`src/pkg/nabc_pkg.sv`:
```
// Constants, field layout and operation codes of the nibble ALU block
package nabc_pkg;

   localparam int NIB_W = 4;
   localparam int FLAG_W = 5;

   // Operations presented by the instruction sequencer
   typedef enum logic [3:0] {
      NABC_ADD_OP               = 4'h0,
      ADD_WITH_CARRY_OP         = 4'h1,
      NABC_SUBTRACT_OP          = 4'h2,
      DIFFERENCE_WITH_BORROW_OP = 4'h3,
      NABC_OR_OP                = 4'h4,
      NABC_AND_OP               = 4'h5,
      NABC_XOR_OP               = 4'h6,
      SKIP_IF_BITS_SET          = 4'h7,
      SKIP_IF_BITS_CLEAR        = 4'h8,
      SKIP_IF_EQUAL             = 4'h9,
      SKIP_IF_UNEQUAL           = 4'hA,
      SKIP_IF_GREATER_EQUAL     = 4'hB,
      SKIP_IF_LESS              = 4'hC,
      ROTATE_RIGHT_THROUGH_CARRY = 4'hD
   } nabc_op_t;

   // Register byte offsets on the Avalon slave
   localparam logic [3:0] STATUS_WORD_OFS = 4'h0;
   localparam logic [3:0] RESULT_OFS      = 4'h4;

   // Status word field positions
   localparam int INDEX_EN_BIT = 0;
   localparam int ZERO_BIT = 1;
   localparam int CARRY_BIT = 2;
   localparam int COMPARE_BIT = 3;
   localparam int BCD_BIT = 4;
   localparam logic [FLAG_W-1:0] STATUS_WORD_RST = 5'h00;

   // Result register field positions
   localparam int RES_SKIP_BIT = 4;
   localparam int RES_CARRY_BIT = 5;
   localparam logic [5:0] RESULT_RST = 6'h00;

   // Decimal correction thresholds
   localparam logic [4:0] DEC_TEN      = 5'h0A;
   localparam logic [4:0] DEC_TWENTY   = 5'h14;
   localparam logic [4:0] DEC_28       = 5'h1C;
   localparam logic [4:0] DEC_29       = 5'h1D;
   localparam logic [3:0] DEC_NINE     = 4'h9;
   localparam logic [3:0] DEC_SIX      = 4'h6;
   localparam logic [1:0] DEC_ROT_TWO  = 2'h2;
   localparam logic [1:0] DEC_HI_LOW   = 2'h2;
   localparam logic [1:0] DEC_HI_HIGH  = 2'h3;

endpackage : nabc_pkg

```
`src/verilog/nabc_alu.sv`:
```
// Nibble ALU with decimal correction, skip judgements and Avalon status access
//
// Chosen here: the register offsets and the Avalon-MM interface to the registers.
`timescale 1ns/1ns
`default_nettype none

module nabc_alu #(
   parameter int MEM_ADDR_W = 7
) (
   input  wire logic                        SYS_CLK,
   input  wire logic                        RST_N,
   input  wire logic                        OP_VALID,
   input  wire nabc_pkg::nabc_op_t          OP_CODE,
   input  wire logic [nabc_pkg::NIB_W-1:0]  OPERAND_FIRST,
   input  wire logic [nabc_pkg::NIB_W-1:0]  OPERAND_SECOND,
   input  wire logic                        FIRST_IS_MEM,
   input  wire logic [MEM_ADDR_W-1:0]       MEM_ADDR_IN,
   input  wire logic [MEM_ADDR_W-1:0]       INDEX_IN,
   output logic                             WB_REG_WE,
   output logic                             WB_MEM_WE,
   output logic [nabc_pkg::NIB_W-1:0]       WB_DATA,
   output logic [MEM_ADDR_W-1:0]            WB_MEM_ADDR,
   output logic                             SKIP_NEXT,
   output logic                             OP_DONE,
   output logic [nabc_pkg::FLAG_W-1:0]      STATUS_FLAGS,
   input  wire logic [3:0]                  AVS_ADDRESS,
   input  wire logic                        AVS_READ,
   input  wire logic                        AVS_WRITE,
   input  wire logic [31:0]                 AVS_WRITEDATA,
   input  wire logic [3:0]                  AVS_BYTEENABLE,
   output logic [31:0]                      AVS_READDATA,
   output logic                             AVS_WAITREQUEST
);
   import nabc_pkg::*;

   // Address width beyond 16 bits has no use on this core
   if (MEM_ADDR_W < 1 || MEM_ADDR_W > 16) begin : g_bad_addr_w
      $error("MEM_ADDR_W out of range");
   end

   ////////////////////////////////////////////////////////////////////////////
   // Decimal correction and index modification functions

   function automatic logic [4:0] dec_add_fix(input logic [4:0] s);
      logic [1:0] hi;
      hi = DEC_HI_HIGH;
      if (s < DEC_TEN) begin
         dec_add_fix = {1'b0, s[3:0]};
      end else if (s < DEC_TWENTY) begin
         dec_add_fix = {1'b1, 4'(s - DEC_TEN)};
      end else begin
         if (s == DEC_28 || s == DEC_29) begin
            hi = DEC_HI_LOW;
         end
         dec_add_fix = {1'b1, hi, 2'(s[1:0] + DEC_ROT_TWO)};
      end
   endfunction : dec_add_fix

   function automatic logic [4:0] dec_sub_fix(input logic [4:0] d);
      if (!d[4] && d[3:0] <= DEC_NINE) begin
         dec_sub_fix = {1'b0, d[3:0]};
      end else if (d[4] && d[3:0] >= DEC_SIX) begin
         dec_sub_fix = {1'b1, 4'(d[3:0] - DEC_SIX)};
      end else begin
         dec_sub_fix = {1'b1, DEC_HI_HIGH, 2'(d[1:0] + DEC_ROT_TWO)};
      end
   endfunction : dec_sub_fix

   function automatic logic [MEM_ADDR_W-1:0] idx_mod(input logic en,
                                                     input logic [MEM_ADDR_W-1:0] a,
                                                     input logic [MEM_ADDR_W-1:0] ix);
      idx_mod = en ? MEM_ADDR_W'(a + ix) : a;
   endfunction : idx_mod

   ////////////////////////////////////////////////////////////////////////////
   // Operand stage

   logic                   stage_valid;
   nabc_op_t               stage_op;
   logic [NIB_W-1:0]       temp_a;
   logic [NIB_W-1:0]       temp_b;
   logic                   stage_first_mem;
   logic [MEM_ADDR_W-1:0]  stage_addr;
   logic                   next_stage_valid;
   nabc_op_t               next_stage_op;
   logic [NIB_W-1:0]       next_temp_a;
   logic [NIB_W-1:0]       next_temp_b;
   logic                   next_stage_first_mem;
   logic [MEM_ADDR_W-1:0]  next_stage_addr;

   logic [FLAG_W-1:0]      flags;

   always_comb begin
      next_stage_valid = OP_VALID;
      next_stage_op = OP_CODE;
      next_temp_a = temp_a;
      next_temp_b = temp_b;
      next_stage_first_mem = stage_first_mem;
      next_stage_addr = stage_addr;
      if (OP_VALID) begin
         next_temp_a = OPERAND_FIRST;
         next_temp_b = OPERAND_SECOND;
         // Rotate only ever addresses the general register
         next_stage_first_mem = FIRST_IS_MEM &&
                                (OP_CODE != ROTATE_RIGHT_THROUGH_CARRY);
         next_stage_addr = idx_mod(flags[INDEX_EN_BIT], MEM_ADDR_IN, INDEX_IN);
      end
   end

   always_ff @(posedge SYS_CLK or negedge RST_N) begin
      if (!RST_N) begin
         stage_valid <= 1'b0;
         stage_op <= NABC_ADD_OP;
         temp_a <= 4'h0;
         temp_b <= 4'h0;
         stage_first_mem <= 1'b0;
         stage_addr <= '0;
      end else begin
         stage_valid <= next_stage_valid;
         stage_op <= next_stage_op;
         temp_a <= next_temp_a;
         temp_b <= next_temp_b;
         stage_first_mem <= next_stage_first_mem;
         stage_addr <= next_stage_addr;
      end
   end

   ////////////////////////////////////////////////////////////////////////////
   // Avalon slave: one wait cycle, then answer

   logic        ack;
   logic        next_ack;
   logic [31:0] rdata;
   logic [31:0] next_rdata;
   logic        bus_req;
   logic        bus_wr_status;
   logic [5:0]  last_res;

   assign bus_req = AVS_READ | AVS_WRITE;
   assign AVS_WAITREQUEST = bus_req & ~ack;
   assign AVS_READDATA = rdata;
   assign bus_wr_status = AVS_WRITE && ack && AVS_BYTEENABLE[0] &&
                          (AVS_ADDRESS == STATUS_WORD_OFS);

   always_comb begin
      next_ack = bus_req & ~ack;
      next_rdata = rdata;
      if (AVS_READ && !ack) begin
         if (AVS_ADDRESS == STATUS_WORD_OFS) begin
            next_rdata = {27'h0000000, flags};
         end else if (AVS_ADDRESS == RESULT_OFS) begin
            next_rdata = {26'h0000000, last_res};
         end else begin
            next_rdata = 32'h00000000;
         end
      end
   end

   always_ff @(posedge SYS_CLK or negedge RST_N) begin
      if (!RST_N) begin
         ack <= 1'b0;
         rdata <= 32'h00000000;
      end else begin
         ack <= next_ack;
         rdata <= next_rdata;
      end
   end

   ////////////////////////////////////////////////////////////////////////////
   // Execute stage and status flip-flop

   logic [4:0]            raw_sum;
   logic [4:0]            raw_dif;
   logic [4:0]            judge_dif;
   logic [4:0]            arith;
   logic                  cin;
   logic                  is_add;
   logic                  is_sub;
   logic                  is_arith;
   logic                  is_logic;
   logic                  is_bit;
   logic                  is_judge;
   logic                  is_rot;
   logic                  do_store;
   logic [NIB_W-1:0]      res;
   logic                  skip;
   logic [FLAG_W-1:0]     next_flags;
   logic                  next_wb_reg_we;
   logic                  next_wb_mem_we;
   logic [NIB_W-1:0]      next_wb_data;
   logic [MEM_ADDR_W-1:0] next_wb_mem_addr;
   logic                  next_skip_next;
   logic                  next_op_done;
   logic [5:0]            next_last_res;

   always_comb begin
      is_add = (stage_op == NABC_ADD_OP) || (stage_op == ADD_WITH_CARRY_OP);
      is_sub = (stage_op == NABC_SUBTRACT_OP) || (stage_op == DIFFERENCE_WITH_BORROW_OP);
      is_arith = is_add || is_sub;
      is_logic = (stage_op == NABC_OR_OP) || (stage_op == NABC_AND_OP) ||
                 (stage_op == NABC_XOR_OP);
      is_bit = (stage_op == SKIP_IF_BITS_SET) || (stage_op == SKIP_IF_BITS_CLEAR);
      is_judge = (stage_op == SKIP_IF_EQUAL) || (stage_op == SKIP_IF_UNEQUAL) ||
               (stage_op == SKIP_IF_GREATER_EQUAL) || (stage_op == SKIP_IF_LESS);
      is_rot = (stage_op == ROTATE_RIGHT_THROUGH_CARRY);
      // Carry variants take the live flag as the least significant input
      cin = ((stage_op == ADD_WITH_CARRY_OP) || (stage_op == DIFFERENCE_WITH_BORROW_OP)) &&
            flags[CARRY_BIT];
      raw_sum = {1'b0, temp_a} + {1'b0, temp_b} + {4'h0, cin};
      raw_dif = {1'b0, temp_a} - {1'b0, temp_b} - {4'h0, cin};
      judge_dif = {1'b0, temp_a} - {1'b0, temp_b};
      if (flags[BCD_BIT]) begin
         arith = is_add ? dec_add_fix(raw_sum) : dec_sub_fix(raw_dif);
      end else begin
         arith = is_add ? raw_sum : raw_dif;
      end
      res = temp_a;
      skip = 1'b0;
      case (stage_op)
         NABC_OR_OP: res = temp_a | temp_b;
         NABC_AND_OP: res = temp_a & temp_b;
         NABC_XOR_OP: res = temp_a ^ temp_b;
         SKIP_IF_BITS_SET: skip = ((temp_a & temp_b) == temp_b);
         SKIP_IF_BITS_CLEAR: skip = ((temp_a & temp_b) == 4'h0);
         SKIP_IF_EQUAL: skip = (judge_dif[3:0] == 4'h0);
         SKIP_IF_UNEQUAL: skip = (judge_dif[3:0] != 4'h0);
         SKIP_IF_GREATER_EQUAL: skip = !judge_dif[4];
         SKIP_IF_LESS: skip = judge_dif[4];
         ROTATE_RIGHT_THROUGH_CARRY: res = {flags[CARRY_BIT], temp_a[3:1]};
         default: res = arith[3:0];
      endcase
      // Compare mode and decimal mode never reach the non-arithmetic paths
      do_store = stage_valid && (is_logic || is_rot ||
                 (is_arith && !flags[COMPARE_BIT]));

      // Bus write lands first; an instruction's own update wins a same-cycle clash
      next_flags = flags;
      if (bus_wr_status) begin
         next_flags = AVS_WRITEDATA[FLAG_W-1:0];
      end
      if (stage_valid && is_arith) begin
         next_flags[CARRY_BIT] = arith[4];
         if (flags[COMPARE_BIT]) begin
            next_flags[ZERO_BIT] = flags[ZERO_BIT] && (arith[3:0] == 4'h0);
         end else begin
            next_flags[ZERO_BIT] = (arith[3:0] == 4'h0);
         end
      end
      if (stage_valid && is_rot) begin
         next_flags[CARRY_BIT] = temp_a[0];
      end
      if (stage_valid && is_bit) begin
         next_flags[COMPARE_BIT] = 1'b0;
      end

      next_wb_reg_we = do_store && !stage_first_mem;
      next_wb_mem_we = do_store && stage_first_mem;
      next_wb_data = do_store ? res : WB_DATA;
      next_wb_mem_addr = stage_valid ? stage_addr : WB_MEM_ADDR;
      next_skip_next = stage_valid && (is_bit || is_judge) && skip;
      next_op_done = stage_valid;
      next_last_res = last_res;
      if (stage_valid) begin
         next_last_res = {next_flags[CARRY_BIT], next_skip_next, res};
      end
   end

   always_ff @(posedge SYS_CLK or negedge RST_N) begin
      if (!RST_N) begin
         flags <= STATUS_WORD_RST;
         WB_REG_WE <= 1'b0;
         WB_MEM_WE <= 1'b0;
         WB_DATA <= 4'h0;
         WB_MEM_ADDR <= '0;
         SKIP_NEXT <= 1'b0;
         OP_DONE <= 1'b0;
         last_res <= RESULT_RST;
      end else begin
         flags <= next_flags;
         WB_REG_WE <= next_wb_reg_we;
         WB_MEM_WE <= next_wb_mem_we;
         WB_DATA <= next_wb_data;
         WB_MEM_ADDR <= next_wb_mem_addr;
         SKIP_NEXT <= next_skip_next;
         OP_DONE <= next_op_done;
         last_res <= next_last_res;
      end
   end

   assign STATUS_FLAGS = flags;
endmodule : nabc_alu

`default_nettype wire

```
`config.mk`:
```
export PLATFORM = sky130hd
export DESIGN_NAME = nabc_alu
export DESIGN_NICKNAME = d
export VERILOG_FILES = /design/src/pkg/nabc_pkg.sv /design/src/verilog/nabc_alu.sv
export SDC_FILE = /design/constraint.sdc
export NUM_CORES = 1
export LEC_CHECK = 0
export BUFFER_PORTS_ARGS = -buffer_cell sky130_fd_sc_hd__buf_2
export CAP_MARGIN = 30
export CELL_PAD_IN_SITES_DETAIL_PLACEMENT = 0
export CELL_PAD_IN_SITES_GLOBAL_PLACEMENT = 1
export CORE_ASPECT_RATIO = 0.9
export CORE_MARGIN = 2
export CORE_UTILIZATION = 41
export CTS_CLUSTER_DIAMETER = 200
export DETAILED_ROUTE_END_ITERATION = 7
export GPL_TIMING_DRIVEN = 1
export HOLD_SLACK_MARGIN = 0.1
export PLACE_DENSITY = 0.94
export SLEW_MARGIN = 25
export SYNTH_ARGS = -nofsm -noshare
export SYNTH_HDL_FRONTEND = slang
export SYNTH_SLANG_ARGS = --single-unit
```
`constraint.sdc`:
```
create_clock -name SYS_CLK -period 7.47 [get_ports SYS_CLK]
set_input_delay 0.747 -clock SYS_CLK [delete_from_list [all_inputs] [get_ports SYS_CLK]]
set_output_delay 0.747 -clock SYS_CLK [all_outputs]
set_load 0.1 [all_outputs]
```
==> run summary <==
Outcome -> finished clean
Syn Area/Cell -> 8.96 um2
Clk root buf -> clkbuf_8
PwrDens -> 247 mW/mm2
Drc violations -> 0
Crit path cell chain -> nor2_1, and3_1, fa_1, fa_1, xnor2_1, ha_1, nand2_1, a221o_1, mux2i_1, a311o_1, o31ai_1, o22a_1
Cell count of the worst reg-to-reg path -> 12
Clock buffer count from CTS -> 5
Hold WC Path Type -> flip-flop to flip-flop
Footprint of the multi-input gates -> 0.00230 mm2
Worst vdd ir -> 184 uV
IO Pins -> 125
Clock sink total -> 54
Grt ovf -> 0
Minimum clock period after layout -> 4310 ps
Max Fclk -> 232 MHz
Worst reg2reg path endpoint -> last_res[1]
Pre-Repair DR Iteration Count -> 5
Global-route wire length before repair -> 14800 um
H-tree depth -> 2
Crit end category -> flip-flop
Total track usage -> 17.3%
Setup TNS -> 0 ps
GPL Wtd Cong -> 0.883
Drt via density -> 5.31
Commonest cells after routing, fill and taps aside -> buf_2 (68), dfrtp_1 (54), nand2_1 (45), nor2_1 (38), o21ai_0 (29)
Largest net degree at the start of global routing -> 55
Critical Path RT -> 7720 ps
Relative slew slack -> 42.4%
Synthesized cell area -> 0.00394 mm2
Setup Skew -> 12.2 ps
Final Max Tran Viols -> 0
Final Setup Violations -> 0
Clock slew at reported path FFs -> 100 ps
EDFF count, synth -> 0
Crit path buffers/inverters -> 0
Drt first-iter violations -> 221
IO buf count -> 68
Layout overhead on the synthesized area -> 10.6%
Hold Startpoint -> stage_first_mem
Hold Buf Count CTS -> 0
Max-cap violation count -> 0
CP peak stage delay -> 780 ps
Die X -> 107 um
Largest fanout on the critical path -> 23
Core region area -> 0.00925 mm2
DIE AREA -> 0.0104 mm2
Seq/Total Area, Yosys -> 34.3%
Share of cells above drive strength 1 -> 21.3%
Initial antenna violation count -> 0
Layout Utilization -> 47.1%
Tcrit/Tclk final -> 57.7%
Worst-skew pair later-pin latency -> 310 ps
Synth cell types -> 67
Fin cells -> 619
Initial Utilization -> 42.6%
Layout Nets -> 597
Drt wl/cell -> 14.3 um
Worst hold endpoint -> WB_REG_WE
Chip Height -> 97.0 um
Most common cell after layout, fill and taps aside -> buf_2
Worst slew pin tran -> 863 ps
Clock Path Buffers -> 2
Hold Path Depth -> 1
Post-route ant nets -> 0
Gate Count Post-Synth -> 440
Post-synthesis async set-or-reset flop share -> 100%
Sequential Area -> 0.00135 mm2
Final Hold Violating Endpoints -> 0
DP Wirelength -> 6950 um
Vias in the first global route -> 3085
Post-detailed-routing wire length -> 8830 um
CP Class -> flip-flop to flip-flop
Pleak -> 2.05 nW
Reg2Reg Setup Slack -> 3160 ps
RSZ-0062 raised after global routing -> no
Main flop type after synthesis -> dfrtp_1
Setup crit start kind -> flip-flop
Site Rows -> 33
Vias after detailed routing -> 3285
CTS tree -> built
Arrival @ worst endpoint -> 4560 ps
Yosys reg bits -> 54
RR Startpoint -> stage_op[3]
Dpl cells -> 610
Postcts setup bufs -> 0
Fillers -> 885
CP top delay family -> compound AO/OA/AOI/OAI gates
Most used cell, CP -> fa_1
Post-CTS sizing -> 0
CP max stage cell -> dfrtp_1
Yosys Warn Count -> 0
Inserted Diodes -> 0
[Yosys cell counts, types with 6 or more instances]
| cell | count | area (um2) |
|---|---|---|
| a21o_1 | 7 | 52.6 |
| a21oi_1 | 20 | 100 |
| buf_4 | 29 | 218 |
| clkbuf_1 | 13 | 48.8 |
| dfrtp_1 | 54 | 1350 |
| ha_1 | 25 | 313 |
| inv_1 | 28 | 105 |
| mux2_2 | 14 | 158 |
| mux2i_1 | 8 | 80.1 |
| nand2_1 | 45 | 169 |
| nand2b_1 | 8 | 50.1 |
| nand3_1 | 7 | 35.0 |
| nor2_1 | 38 | 143 |
| nor2b_1 | 6 | 37.5 |
| o21ai_0 | 29 | 145 |
| xnor2_1 | 7 | 61.3 |
[registers in the layout, indices dropped and copies added, names as in the netlist, 4 cells and up]
register / count
WB_MEM_ADDR: 7
stage_addr: 7
AVS_READDATA: 6
last_res: 6
STATUS_FLAGS: 5
WB_DATA: 4
stage_op: 4
temp_a: 4
temp_b: 4
[metal layers]
metal  up-vias  wire length, um  global-route usage [%]
li1       1609                -                       -
met2       130             3820                    26.1
met4         0              136                    4.64
met1      1530             4220                    25.2
met3        16              647                    3.64
met5         -                0                       0
[worst max-delay path by stage]
stage	to	slack, ps	depth (start not counted)	startpoint
6_report	last_res[1]	3160	12	stage_op[3]
5_1_grt	last_res[1]	2910	12	stage_op[3]
4_1_cts	last_res[1]	3200	12	stage_op[3]
3_5_place_dp	last_res[1]	3240	12	stage_op[3]
3_3_place_gp	WB_DATA[1]	3320	12	stage_op[3]
2_1_floorplan	WB_DATA[1]	3620	11	STATUS_FLAGS[2]
[worst reg2reg max path: stages (launching register included)]
cell and delay [ps]:
dfrtp_1 780, nor2_1 160, and3_1 250, fa_1 420
fa_1 450, xnor2_1 420, ha_1 280, nand2_1 60
a221o_1 400, mux2i_1 140, a311o_1 350, o31ai_1 330
o22a_1 220
[per-stage QoR]
| stage | total power [mW] | hold slack, ps | setup slack [ps] | area [um2] |
|---|---|---|---|---|
| after CTS | 1.08 | 419 | 3200 | 4350 |
| final | 1.08 | 413 | 3160 | 4360 |
| after floorplan | 0.817 | 403 | 3620 | 4040 |
| after global placement | 0.898 | 408 | 3320 | 4250 |
| after detailed placement | 0.910 | 412 | 3240 | 4250 |
| after global routing | 1.14 | 443 | 2910 | 4360 |
[cell families after synthesis]
family,count (synthesis),synth area share (%)
AO/OA/AOI/OAI,111,19.0
XOR/XNOR,10,3.30
adder cells (fa/ha/maj),29,9.97
buffers and inverters,75,9.94
flip-flops,54,34.3
multiplexers,23,6.41
other,1,0.0951
AND/OR/NAND/NOR,137,17.0
[area by class of cell]
cell class,count,share of cell area [%]
flip-flops and latches,54,31.0
clock buffers,6,1.89
inverters,29,2.50
multi-input cells,336,52.7
well taps,122,3.50
clock inverters,2,0.287
repair buffers,70,8.09
[power by group]
part           total (mW)  switching [mW]  internal (mW)
sequential          0.376          0.0435          0.332
clock               0.168          0.0937         0.0746
combinational       0.532           0.393          0.139
Power figures use the tool's default switching activity.
